===== config.mk =====
export PLATFORM = sky130hd
export DESIGN_NAME = apocr_output_config_regs
export DESIGN_NICKNAME = d
export VERILOG_FILES = /design/src/apocr_pkg.sv /design/src/apocr_output_config_regs.sv
export SDC_FILE = /design/constraint.sdc
export NUM_CORES = 1
export LEC_CHECK = 0
export ABC_AREA = 1
export BUFFER_PORTS_ARGS = -buffer_cell sky130_fd_sc_hd__clkbuf_2
export CORE_MARGIN = 2
export CORE_UTILIZATION = 45
export CTS_BUF_LIST = sky130_fd_sc_hd__clkbuf_16
export DETAILED_ROUTE_END_ITERATION = 8
export MAX_ROUTING_LAYER = met4
export PLACE_DENSITY = 0.78
export RECOVER_POWER = 50
export SLEW_MARGIN = 20
export SYNTH_ARGS = -nofsm -noshare
export SYNTH_HDL_FRONTEND = slang
export SYNTH_SLANG_ARGS = --single-unit

===== constraint.sdc =====
create_clock -name ref_clk_i -period 1.3 [get_ports ref_clk_i]
set_input_delay 0.26 -clock ref_clk_i [delete_from_list [all_inputs] [get_ports ref_clk_i]]
set_output_delay 0.26 -clock ref_clk_i [all_outputs]
set_load 0.01 [all_outputs]

===== src/apocr_pkg.sv =====
// Package: offsets, reset values, field positions and carriers for the config bank
`default_nettype none

package apocr_pkg;

	// ********************************
	// Register map
	// ********************************
	localparam logic [7:0] PROC_CFG_OFFSET = 8'h05;
	localparam logic [7:0] OUT_CFG_OFFSET = 8'h06;
	localparam logic [7:0] PROC_CFG_RESET = 8'h00;
	localparam logic [7:0] OUT_CFG_RESET = 8'h00;
	localparam logic [7:0] UNMAPPED_READ = 8'h00;

	// ********************************
	// Field positions
	// ********************************
	localparam int HIGHPASS_BYPASS_POS = 0;
	localparam int LIMITER_COMPRESS_POS = 1;
	localparam int DEEMPHASIS_POS = 2;
	localparam int POSTSCALE_LINK_POS = 3;
	localparam int COEFF_LINK_POS = 4;
	localparam int PWM_RATE_LSB = 5;
	localparam int PWM_OUT_OFF_POS = 0;
	localparam int SERIAL_OUT_OFF_POS = 1;
	localparam int CLOCK_OUT_OFF_POS = 2;
	localparam int AM_REDUCE_POS = 3;
	localparam int AM_REDUCE2_POS = 4;
	localparam int HEADPHONE_POS = 5;
	localparam int DISTORTION_SEL_POS = 6;
	localparam int MAXPOWER_SEL_POS = 7;

	// ********************************
	// Output rate codes
	// ********************************
	localparam logic [2:0] PWM_RATE_NORMAL = 3'h0;
	localparam logic [2:0] PWM_RATE_HALF = 3'h1;
	localparam logic [2:0] PWM_RATE_DOUBLE = 3'h2;
	localparam logic [2:0] PWM_RATE_MIXED = 3'h3;
	localparam logic [2:0] PWM_RATE_ODD = 3'h4;

	typedef enum logic [1:0] {
		APOCR_SPEED_HALF,
		APOCR_SPEED_NORMAL,
		APOCR_SPEED_DOUBLE,
		APOCR_SPEED_ODD
	} apocr_speed_t;

	typedef struct packed {
		logic [7:0] addr;
		logic [7:0] wdata;
		logic wr;
		logic rd;
	} apocr_bus_t;

	typedef struct packed {
		logic highpass_in_path;
		logic biquad1_user;
		logic limiter_compress_sel;
		logic limiter_track_volume;
		logic deemphasis_active;
		logic biquad7_user;
		logic postscale_link;
		logic coeff_link;
	} apocr_proc_ctl_t;

	typedef struct packed {
		apocr_speed_t speed_ch1_6;
		apocr_speed_t speed_ch7_8;
		logic pwm_run;
		logic serial_run;
		logic clock_run;
		logic am_noise_reduce_en;
		logic am_noise_reduce2_en;
		logic noise_shaper_on;
		logic headphone_en;
		logic distortion_coeff_sel;
		logic maxpower_coeff_sel;
	} apocr_out_ctl_t;

endpackage : apocr_pkg

`default_nettype wire


===== src/apocr_output_config_regs.sv =====
// Module: processing and output configuration registers with decoded controls
//
// Added by the designer: strobed register access.
`timescale 1ns/10ps
`default_nettype none

module apocr_output_config_regs (
	input wire logic ref_clk_i,
	input wire logic reset_i,
	input wire logic clk_en_i,
	input wire logic [7:0] reg_addr_i,
	input wire logic [7:0] reg_wdata_i,
	input wire logic reg_wr_i,
	input wire logic reg_rd_i,
	input wire logic processing_bypass_i,
	output logic [7:0] reg_rdata_o,
	output var apocr_pkg::apocr_proc_ctl_t proc_ctl_o,
	output var apocr_pkg::apocr_out_ctl_t out_ctl_o
);

	// ********************************
	// Bus decode
	// ********************************
	apocr_pkg::apocr_bus_t bus;
	logic [7:0] processing_config;
	logic [7:0] output_config;
	logic [7:0] rdata;
	apocr_pkg::apocr_proc_ctl_t proc_ctl;
	apocr_pkg::apocr_out_ctl_t out_ctl;

	assign bus = '{addr: reg_addr_i, wdata: reg_wdata_i,
		wr: reg_wr_i, rd: reg_rd_i};

	wire hit_proc = bus.addr == apocr_pkg::PROC_CFG_OFFSET;
	wire hit_out = bus.addr == apocr_pkg::OUT_CFG_OFFSET;
	wire wr_proc = bus.wr & hit_proc;
	wire wr_out = bus.wr & hit_out;
	wire [7:0] next_rdata = hit_proc ? processing_config :
		hit_out ? output_config : apocr_pkg::UNMAPPED_READ;

	// ********************************
	// Storage
	// ********************************
	// Written bits hold until rewritten or reset
	always_ff @(posedge ref_clk_i) begin
		if (reset_i) begin
			processing_config <= apocr_pkg::PROC_CFG_RESET;
			output_config <= apocr_pkg::OUT_CFG_RESET;
		end else if (clk_en_i) begin
			if (wr_proc) begin
				processing_config <= bus.wdata;
			end
			if (wr_out) begin
				output_config <= bus.wdata;
			end
		end
	end

	// Read data stands from the enabled edge of the strobe until the next enabled edge
	always_ff @(posedge ref_clk_i) begin
		if (reset_i) begin
			rdata <= apocr_pkg::UNMAPPED_READ;
		end else if (clk_en_i) begin
			rdata <= bus.rd ? next_rdata : apocr_pkg::UNMAPPED_READ;
		end
	end
	assign reg_rdata_o = rdata;

	// ********************************
	// Processing chain decode
	// ********************************
	wire hp_byp = processing_config[apocr_pkg::HIGHPASS_BYPASS_POS];
	wire lim_cmp = processing_config[apocr_pkg::LIMITER_COMPRESS_POS];
	wire deemph = processing_config[apocr_pkg::DEEMPHASIS_POS];
	wire [2:0] pwm_rate_sel = processing_config[apocr_pkg::PWM_RATE_LSB +: 3];
	// De-emphasis is dead while the processing bypass is on
	wire deemph_live = deemph & ~processing_bypass_i;

	assign proc_ctl.highpass_in_path = ~hp_byp;
	assign proc_ctl.biquad1_user = hp_byp;
	assign proc_ctl.limiter_compress_sel = lim_cmp;
	// Fixed thresholds when clear, volume-tracking when set
	assign proc_ctl.limiter_track_volume = lim_cmp;
	assign proc_ctl.deemphasis_active = deemph_live;
	assign proc_ctl.biquad7_user = ~deemph_live;
	assign proc_ctl.postscale_link =
		processing_config[apocr_pkg::POSTSCALE_LINK_POS];
	assign proc_ctl.coeff_link =
		processing_config[apocr_pkg::COEFF_LINK_POS];

	// ********************************
	// Output stage decode
	// ********************************
	apocr_pkg::apocr_speed_t speed_main;
	apocr_pkg::apocr_speed_t speed_hi;

	// Undefined codes fall back to normal speed rather than stop output
	always_comb begin
		speed_main = apocr_pkg::APOCR_SPEED_NORMAL;
		speed_hi = apocr_pkg::APOCR_SPEED_NORMAL;
		case (pwm_rate_sel)
			apocr_pkg::PWM_RATE_NORMAL: begin
				speed_main = apocr_pkg::APOCR_SPEED_NORMAL;
				speed_hi = apocr_pkg::APOCR_SPEED_NORMAL;
			end
			apocr_pkg::PWM_RATE_HALF: begin
				speed_main = apocr_pkg::APOCR_SPEED_HALF;
				speed_hi = apocr_pkg::APOCR_SPEED_HALF;
			end
			apocr_pkg::PWM_RATE_DOUBLE: begin
				speed_main = apocr_pkg::APOCR_SPEED_DOUBLE;
				speed_hi = apocr_pkg::APOCR_SPEED_DOUBLE;
			end
			apocr_pkg::PWM_RATE_MIXED: begin
				speed_main = apocr_pkg::APOCR_SPEED_NORMAL;
				speed_hi = apocr_pkg::APOCR_SPEED_DOUBLE;
			end
			apocr_pkg::PWM_RATE_ODD: begin
				speed_main = apocr_pkg::APOCR_SPEED_ODD;
				speed_hi = apocr_pkg::APOCR_SPEED_ODD;
			end
			default: begin
				speed_main = apocr_pkg::APOCR_SPEED_NORMAL;
				speed_hi = apocr_pkg::APOCR_SPEED_NORMAL;
			end
		endcase
	end

	wire am2 = output_config[apocr_pkg::AM_REDUCE2_POS];

	assign out_ctl.speed_ch1_6 = speed_main;
	assign out_ctl.speed_ch7_8 = speed_hi;
	assign out_ctl.pwm_run =
		~output_config[apocr_pkg::PWM_OUT_OFF_POS];
	assign out_ctl.serial_run =
		~output_config[apocr_pkg::SERIAL_OUT_OFF_POS];
	assign out_ctl.clock_run =
		~output_config[apocr_pkg::CLOCK_OUT_OFF_POS];
	assign out_ctl.am_noise_reduce_en =
		output_config[apocr_pkg::AM_REDUCE_POS];
	assign out_ctl.am_noise_reduce2_en = am2;
	assign out_ctl.noise_shaper_on = ~am2;
	assign out_ctl.headphone_en =
		output_config[apocr_pkg::HEADPHONE_POS];
	assign out_ctl.distortion_coeff_sel =
		output_config[apocr_pkg::DISTORTION_SEL_POS];
	assign out_ctl.maxpower_coeff_sel =
		output_config[apocr_pkg::MAXPOWER_SEL_POS];

	// ********************************
	// Registered control outputs
	// ********************************
	// One extra cycle of latency keeps every output on a flip-flop
	always_ff @(posedge ref_clk_i) begin
		if (reset_i) begin
			proc_ctl_o <= '0;
			out_ctl_o <= '0;
		end else if (clk_en_i) begin
			proc_ctl_o <= proc_ctl;
			out_ctl_o <= out_ctl;
		end
	end

endmodule : apocr_output_config_regs

`default_nettype wire


* Word level (Yosys, flattened, before mapping)
Index checks and enable logic that the tools add are counted.
** Storage, ports and cells
- Flip-flop bits (word level) :: 44
- Latch bits :: 0
- Memory bits (writable) :: 0
- ROM bits :: 0
- Input bits :: 22
- Output and inout bits :: 29
- Logic and storage cells :: 45
- Memories :: 0
** Operators by class
- Add/subtract/negate cells :: 0
- $mul :: 0
- Div/mod/pow operators :: 0
- Order comparisons :: 0
- Equality and inequality tests :: 6
- Shift-type cells :: 0
- Mux-type cells :: 5
- Bitwise gates (word level) :: 10
- Reduce and logical (&&, ||, !) cells :: 3
** Operators by type and width (count)
- $mux W8 :: 3
- $eq A8 B3 Y1 const B :: 2
- $pmux W2 S3 :: 2
- $not A1 Y1 :: 7
- $eq A3 B2 Y1 const B :: 2
- $reduce_and A2 Y1 :: 2
- $and A1 B1 Y1 :: 3
- $eq A3 B1 Y1 const B :: 1
- $eq A3 B3 Y1 const B :: 1
- $reduce_or A2 Y1 :: 1

* Depth between registers and ports, before layout
Gate-level depths: netlist of the first run.
- Depth in word-level cells :: 4
- Mapped depth :: 9
- Gate-level depth less buffers :: 8

* Worst setup path before layout of the first run
Ideal clock, no wire load.
- Path kind :: input -> register
- Start point :: input reg_addr_i[1]
- End point :: register processing_config[4]
- Arrival time :: 949 ps
- Required time :: 1184 ps
- Path slack :: 235 ps
- Stages on the path :: 7
- Buffers on the path :: 1
- Cells stage by stage :: inv_1 nand2_1 nor2_8 nand3_4 buf_6 o21ai_1 a21oi_1
** Between the ends
- Cells in the longest elaborated chain, start to end :: 3
** Ends and longest elaborated chain
- start: declaration :: RTL line apocr_output_config_regs.sv:11 : input wire logic [7:0] reg_addr_i,
- $eq A8 B3 Y1 :: RTL line apocr_output_config_regs.sv:34 : wire hit_proc = bus.addr == apocr_pkg::PROC_CFG_OFFSET;
- $and A1 B1 Y1 :: RTL line apocr_output_config_regs.sv:36 : wire wr_proc = bus.wr & hit_proc;
- $reduce_and A2 Y1 (no source line)
- end signal: assignment :: RTL line apocr_output_config_regs.sv:47 : processing_config <= apocr_pkg::PROC_CFG_RESET;
- end signal: assignment :: RTL line apocr_output_config_regs.sv:51 : processing_config <= bus.wdata;
- end: declaration :: RTL line apocr_output_config_regs.sv:25 : logic [7:0] processing_config;
No other way between the ends.
A chain may end at the register's enable or synchronous reset.

==> results.txt, run 1 <==
status -> finished, final reports clean
Detailed Routing Iterations Pass 1 -> 4
crit start category -> register
Final Power -> 2.781 mW
max-cap violation count -> 0
Critical R2R Capture -> out_ctl_o[12]
power density over the cells -> 1261 nW/um^2
Post-synth EDFFs -> 0
Peak Freq -> 965.2 MHz
Hold Fails Final Rpt -> 0
GRT overflow -> 0
clk sinks -> 44
largest cells by area after synthesis -> dfxtp_1 (49%), a21oi_1 (12%), o21ai_0 (8.1%)
worst hold path startpoint -> reg_wdata_i[4]
leak pwr -> 0.9428 nW
Crit Path Class -> register to primary output
crit share post-route -> 79.70%
Worst-Margin Slew -> 0.4610 ns
largest net degree at the start of global routing -> 30
Mapped Cells -> 225
Root Driver -> clkbuf_16
detailed-placement wirelength estimate -> 2.772 mm
GPL Wtd Cong -> 0.8095
fin area -> 2205 um^2
post-synthesis cell area -> 1798 um^2
Mean Syn Cell Area -> 7.991 um^2
die width -> 67.21 um
Hold Path End -> processing_config[4]
HP Class -> primary input to register
Top-Level Pins -> 51
unrepaired setup endpoints after global routing -> false
# DRC -> 0
Synth cell types -> 22
Rel. slew slack -> 69.27%
Die Y -> 67.21 um
R2R cell count -> 5
Worst Path Arrival -> 0.78 ns
CP delay by family, top -> flip-flops
synthesis-stage register bit count -> 44
clk_lat worst skew -> 0.28 ns
die footprint -> 4517 um^2
Synthesized Nets -> 247
vias per cell -> 4.945
remaining antenna violation count -> 0
cts hold-fix bufs -> 0
core area -> 3744 um^2
clock-pin slew on the worst setup and hold paths -> 0.06 ns
area leader, netlist -> dfxtp_1
critical path's largest stage delay -> 0.35 ns
Worst EP required -> 1.04 ns
VDD IR-drop max -> 878.6 uV
# diodes -> 0
Top FF cell, synth -> dfxtp_1
vias in the first global route -> 1443
Final Max Slew Viols -> 0
CTS Buf Count -> 5
IO Port Bufs -> 50
first-pass GRT wire length -> 6.506 mm
Clock Path Buffers -> 2
initial core utilization -> 48.03%
share of cells above drive strength 1 -> 20.94%
routed wire length -> 3.766 mm
crit end category -> primary output
initial antenna violation count -> 0
Hold Path Cell Cnt -> 3
Worst Skew -> 0.004391 ns
H-Tree Depth -> 2
Post-synth ARST share -> 0%
drt initial violations -> 111
worst flop-to-flop path startpoint -> processing_config[6]
post-layout min period -> 1.036 ns
via count -> 1607
worst reg-to-reg setup slack -> 0.27 ns
post-CTS setup repair buffer count -> 0
most common cell in the netlist -> dfxtp_1
Final Net Count -> 298
Yosys warnings -> 0
Area after DPL -> 2091 um^2
GRT Util Overall -> 19.90%
post-CTS sizing -> 0
cells along the critical path -> clkbuf_2
share of the synthesized area in the top cell type -> 48.99%
Fill cells -> 365
Area Growth Syn to Fin -> 22.62%
Seq/Total Area, Yosys -> 48.99%
cell row count -> 22
drt wl/cell -> 11.59 um
CP max-delay cell -> dfxtp_1
crit-path max FO -> 3
CTS tree -> done
Final setup viols -> 0
Synth top cells by count -> dfxtp_1 (44), a21oi_1 (42), nand2_1 (32)
CP bufs+invs -> 1
-- per-layer routing --
metal | routed length, um | track usage (%) | vias to the layer above
met4 | 37 | 6.888 | 0
met2 | 1657 | 29.58 | 47
met5 | 0 | - | -
met1 | 1864 | 25.44 | 715
li1 | - | - | 841
met3 | 206 | 6.500 | 4
-- registers in the layout, indices dropped and copies added, names as in the netlist --
name,flops
output_config,8
processing_config,8
reg_rdata_o,8
proc_ctl_o,7
out_ctl_o,13
-- how the worst max path moves through the flow --
stage                                 to  cells past startpoint                  from
finish                     proc_ctl_o[5]                      1         proc_ctl_o[4]
global placement    processing_config[6]                      7         reg_addr_i[1]
floorplan           processing_config[4]                      7         reg_addr_i[1]
CTS                        proc_ctl_o[5]                      1         proc_ctl_o[4]
global route               out_ctl_o[12]                      5  processing_config[6]
detailed placement  processing_config[2]                      8         reg_addr_i[6]
-- worst min-delay path: cells and delay by family --
kind | cells | cell delay [ns]
buffers and inverters | 1 | 0.10
AOI/OAI and AO/OA | 2 | 0.17
-- where the power goes --
part | leakage, nW | switching [mW] | internal [mW] | total [mW]
Combinational | 0.510 | 0.136 | 0.0857 | 0.222
Clock | 0.0738 | 0.472 | 0.690 | 1.16
Sequential | 0.358 | 0.0149 | 1.38 | 1.40
-- per-stage QoR --
stage / worst slack, ns / hold WS, ns / setup TNS (ns) / cells / util [%]
finish: 0.2639 / 0.2782 / 0 / 325 / 58.89
global route: 0.1669 / 0.2833 / 0 / 325 / 58.89
CTS: 0.2541 / 0.2733 / 0 / 325 / 59.49
detailed placement: -0.01013 / 0.4427 / -0.01013 / 317 / 55.85
global placement: 0.02576 / 0.4320 / 0 / 317 / 55.85
floorplan: 0.2350 / 0.4092 / 0 / 225 / -
-- final cells by class --
type	instances	area [um^2]	area share, %
Inverter	30	112.6	5.108
Timing Repair Buffer	57	292.8	13.28
Clock inverter	3	11.26	0.5108
Sequential cell	44	880.8	39.95
Multi-Input combinational cell	138	721.9	32.75
Clock buffer	5	125.1	5.675
Tap cell	48	60.06	2.724
-- kinds of logic after synthesis --
logic type | share of synthesized area, %
AO/OA/AOI/OAI | 23.52
buffers and inverters | 10.86
flip-flops | 48.99
AND/OR/NAND/NOR | 16.63
-- placed cells by master, fill, tap and decap left out --
cell type	count
clkbuf_2	35
buf_4	5
inv_2	3
a21oi_1	42
clkinv_1	1
o21a_1	1
nand3_1	10
o211a_1	1
nand2_1	32
clkbuf_16	5
buf_12	1
nand3_4	1
o21ai_0	30
nor2_1	4
nand2_2	2
o21ai_1	9
nor2_8	2
nor2_4	1
nand3_2	1
clkbuf_1	16
dfxtp_1	44
nand2_4	2
inv_1	29
Note: power is estimated with default switching activity, not from simulation.
==> run 2, diff against run 1 <==
- ABC_AREA: 1 -> 0
- PLACE_DENSITY: 0.78 -> 0.8
- clock period: 1.3 -> 0.9 ns (I/O delays scaled with it)
==> run 2 against run 1 <==
The run now ends with negative setup slack left. Clock power is 42% higher. Critical path depth rose by 4. Sequential share of layout area down 6.4 points. First-iteration DRC count is 51% lower. Worst hold slack got worse by 0.13 ns. Clock-buffer cell count did not move. Global-route usage decreased by 0.45 points. Setup slack worse by 0.28 ns. Total power is 44% higher. Utilization up 10 points. Final cell count decreased by 2.8%. Synthesized area rose by 4.7%. Largest power group unchanged.
==> results.txt, run 2 <==
status -> complete, but fails checks (was finished, final reports clean)
failing checks -> negative setup slack
crit start category -> primary input (was register)
Mapped Cells -> 192 (was 225)
Area Growth Syn to Fin -> 47.18% (was 22.62%)
largest cells by area after synthesis -> dfxtp_1 (47%), mux2i_1 (14%), and3b_1 (7.4%) (was dfxtp_1 (49%), a21oi_1 (12%), o21ai_0 (8.1%))
Hold Path End -> processing_config[5] (was processing_config[4])
max FFs per register -> 13 (unchanged)
worst hold path startpoint -> reg_wdata_i[5] (was reg_wdata_i[4])
Final Util -> 69.28% (was 58.89%)
CTS Buf Count -> 5 (unchanged)
HP Class -> primary input to register (unchanged)
Die Y -> 68.69 um (was 67.21 um)
Rel. slew slack -> 72.39% (was 69.27%)
Hold Fails Final Rpt -> 0 (unchanged)
IO Port Bufs -> 50 (unchanged)
remaining antenna violation count -> 0 (unchanged)
max-cap violation count -> 0 (unchanged)
Reg with most FFs -> out_ctl_o (unchanged)
clk sinks -> 44 (unchanged)
CP bufs+invs -> 2 (was 1)
Top-Level Pins -> 51 (unchanged)
Detailed Routing Iterations Pass 1 -> 4 (unchanged)
Synth cell types -> 25 (was 22)
# diodes -> 0 (unchanged)
initial antenna violation count -> 0 (unchanged)
Synthesized Nets -> 214 (was 247)
VDD IR-drop max -> 946.9 uV (was 878.6 uV)
crit end category -> register (was primary output)
first-pass GRT wire length -> 6.610 mm (was 6.506 mm)
H-Tree Depth -> 2 (unchanged)
R2R cell count -> 3 (was 5)
share of cells above drive strength 1 -> 46.62% (was 20.94%)
Final Max Slew Viols -> 0 (unchanged)
combinational power share -> 9.1% (was 8.0%)
Post-synth EDFFs -> 0 (unchanged)
cts hold-fix bufs -> 0 (unchanged)
GRT Util Overall -> 19.45% (was 19.90%)
Critical R2R Capture -> reg_rdata_o[7] (was out_ctl_o[12])
post-synthesis cell area -> 1883 um^2 (was 1798 um^2)
power density over the cells -> 1445 nW/um^2 (was 1261 nW/um^2)
Mean Syn Cell Area -> 9.808 um^2 (was 7.991 um^2)
die footprint -> 4718 um^2 (was 4517 um^2)
Clock Path Buffers -> 2 (unchanged)
unrepaired setup endpoints after global routing -> true (was false)
drt wl/cell -> 13.12 um (was 11.59 um)
Synth top cells by count -> dfxtp_1 (44), mux2i_1 (27), nand2_1 (24) (was dfxtp_1 (44), a21oi_1 (42), nand2_1 (32))
final cell count without fillers -> 316 (was 325)
Flop pwr share -> 49.8% (was 50.2%)
CP max-delay cell -> nor4b_4 (was dfxtp_1)
via count -> 1557 (was 1607)
Worst-Margin Slew -> 0.4141 ns (was 0.4610 ns)
Final setup viols -> 18 (was 0)
Worst EP required -> 1.10 ns (was 1.04 ns)
crit-path max FO -> 8 (was 3)
Seq/Total Area, Yosys -> 46.78% (was 48.99%)
critical path's largest stage delay -> 0.25 ns (was 0.35 ns)
worst flop-to-flop path startpoint -> processing_config[7] (was processing_config[6])
Post-synth ARST share -> 0% (unchanged)
clk_lat worst skew -> 0.28 ns (about the same)
post-layout min period -> 0.9192 ns
switching power -> 844.3 uW (was 623.6 uW)
most common cell in the netlist -> dfxtp_1 (unchanged)
cells along the critical path -> buf_6, nor4b_4, buf_4, nand4_4, mux2i_1 (was clkbuf_2)
initial core utilization -> 47.08% (was 48.03%)
Yosys warnings -> 0 (unchanged)
clock-pin slew on the worst setup and hold paths -> 0.06 ns (about the same)
Inst Count DP -> 297 (was 317)
Pint -> 3.160 mW (was 2.157 mW)
die width -> 68.69 um (was 67.21 um)
area leader, netlist -> dfxtp_1 (unchanged)
routed wire length -> 4.147 mm (was 3.766 mm)
share of the synthesized area in the top cell type -> 46.78% (was 48.99%)
GPL Wtd Cong -> 0.7570 (was 0.8095)
most frequent cells in the layout -> buf_6 (30), dfxtp_2 (30), mux2i_1 (27), buf_4 (26), nand2_1 (24) (was dfxtp_1 (44), a21oi_1 (42), clkbuf_2 (35), nand2_1 (32), o21ai_0 (30))
DP Worst Slack -> -0.3220 ns (was -0.01013 ns)
drt initial violations -> 54 (was 111)
# DRC -> 0 (unchanged)
GRT overflow -> 0 (unchanged)
Top FF cell, synth -> dfxtp_1 (unchanged)
vias in the first global route -> 1462 (was 1443)
leak pwr -> 1.362 nW (was 0.9428 nW)
clock power share -> 41.2% (was 41.8%)
core area -> 4000 um^2 (was 3744 um^2)
Worst Path Arrival -> 1.12 ns (was 0.78 ns)
Hold Path Cell Cnt -> 3 (unchanged)
detailed-placement wirelength estimate -> 2.844 mm (was 2.772 mm)
final worst slack -> -0.01918 ns (was 0.2639 ns)
CP delay by family, top -> simple AND/OR/NAND/NOR gates (was flip-flops)
CTS tree -> done (unchanged)
switch share -> 21.09% (was 22.42%)
cell row count -> 23 (was 22)
Final Net Count -> 287 (was 298)
Crit Path Class -> primary input to register (was register to primary output)
Worst Skew -> 0.003161 ns (was 0.004391 ns)
Root Driver -> clkbuf_16 (unchanged)
vias per cell -> 4.927 (was 4.945)
crit share post-route -> 102.1%
Peak Freq -> 1088 MHz
worst reg-to-reg setup slack -> 0 ns (was 0.27 ns)
hold slack -> 0.1475 ns (was 0.2782 ns)
synthesis-stage register bit count -> 44 (unchanged)
largest net degree at the start of global routing -> 37 (was 30)
run 2: changes by cell type in the layout (fill, tap and decap cells not counted), sizes merged, moves of 11 or more:
cell | before | now
nand2b | 0 | 11
a21oi | 42 | 10
inv | 32 | 4
nand2 | 36 | 24
nor2 | 7 | 18
mux2i | 0 | 27
clkbuf | 56 | 26
buf | 6 | 58
and3b | 0 | 16
o21ai | 39 | 0
nand3 | 12 | 0
run 2: worst max-delay path by stage:
| stage | start | to | slack (ns) | cells after the start |
|---|---|---|---|---|
| CTS | reg_addr_i[5] | processing_config[7] | -0.04 | 5 |
| global route | reg_addr_i[3] | processing_config[4] | -0.09 | 5 |
| finish | reg_addr_i[3] | processing_config[7] | -0.02 | 5 |
| detailed placement | reg_addr_i[5] | output_config[7] | -0.32 | 5 |
| global placement | reg_addr_i[5] | processing_config[6] | -0.30 | 5 |
| floorplan | reg_addr_i[5] | output_config[0] | -0.40 | 3 |
run 2: final cells by class:
cell class                      instances  area, um^2
Sequential cell                        44       929.6
Fill cell                             310        1229
Inverter                                2       7.507
Clock buffer                            5       125.1
Clock inverter                          3       11.26
Timing Repair Buffer                   79       680.7
Tap cell                               50       62.56
Multi-Input combinational cell        133       954.7
run 2: timing repair:
action	4_1_cts	5_1_grt
buffers inserted	6	5
resized for setup	31	67
pin swaps	1	8
setup endpoints to repair	50	56
run 2: power by group through the flow:
| stage | Clock [mW] | Combinational (mW) | Sequential (mW) |
|---|---|---|---|
| 2_1_floorplan | 0 | 0.156 | 2.05 |
| 3_3_place_gp | 0 | 0.301 | 2.03 |
| 3_5_place_dp | 0 | 0.306 | 2.03 |
| 5_1_grt | 1.78 | 0.395 | 1.99 |
| 6_report | 1.65 | 0.362 | 1.99 |
| 4_1_cts | 1.69 | 0.321 | 2.00 |
run 2: cells by family after synthesis:
group	synth area share, %
AO/OA/AOI/OAI	9.037
flip-flops	46.78
XOR/XNOR	0.9304
AND/OR/NAND/NOR	25.65
buffers and inverters	3.255
multiplexers	14.35
run 2: through the flow:
step           power (mW)   TNS, ns  cell area (um^2)
2_1_floorplan       2.202    -7.767              1902
3_3_place_gp        2.335    -8.637              2302
3_5_place_dp        2.340    -9.381              2302
4_1_cts             4.011   -0.6484              2524
5_1_grt             4.165    -1.871              2771
6_report            4.004  -0.09819              2771
run 2: worst reg2reg max path: cells and delay by family (launching register included):
kind	cells	cell delay, ns
AO/OA/AOI/OAI	2	0.25
flip-flops	1	0.36
AND/OR/NAND/NOR	1	0.17
run 2: routing by layer:
| metal | GRT usage (%) | vias up | part of all wire (%) |
|---|---|---|---|
| li1 | - | 812 | - |
| met1 | 23.77 | 707 | 45 |
| met2 | 31.61 | 36 | 50 |
| met3 | 5.032 | 2 | 4.9 |
| met4 | 5.882 | 0 | 0.41 |
| met5 | - | - | 0 |
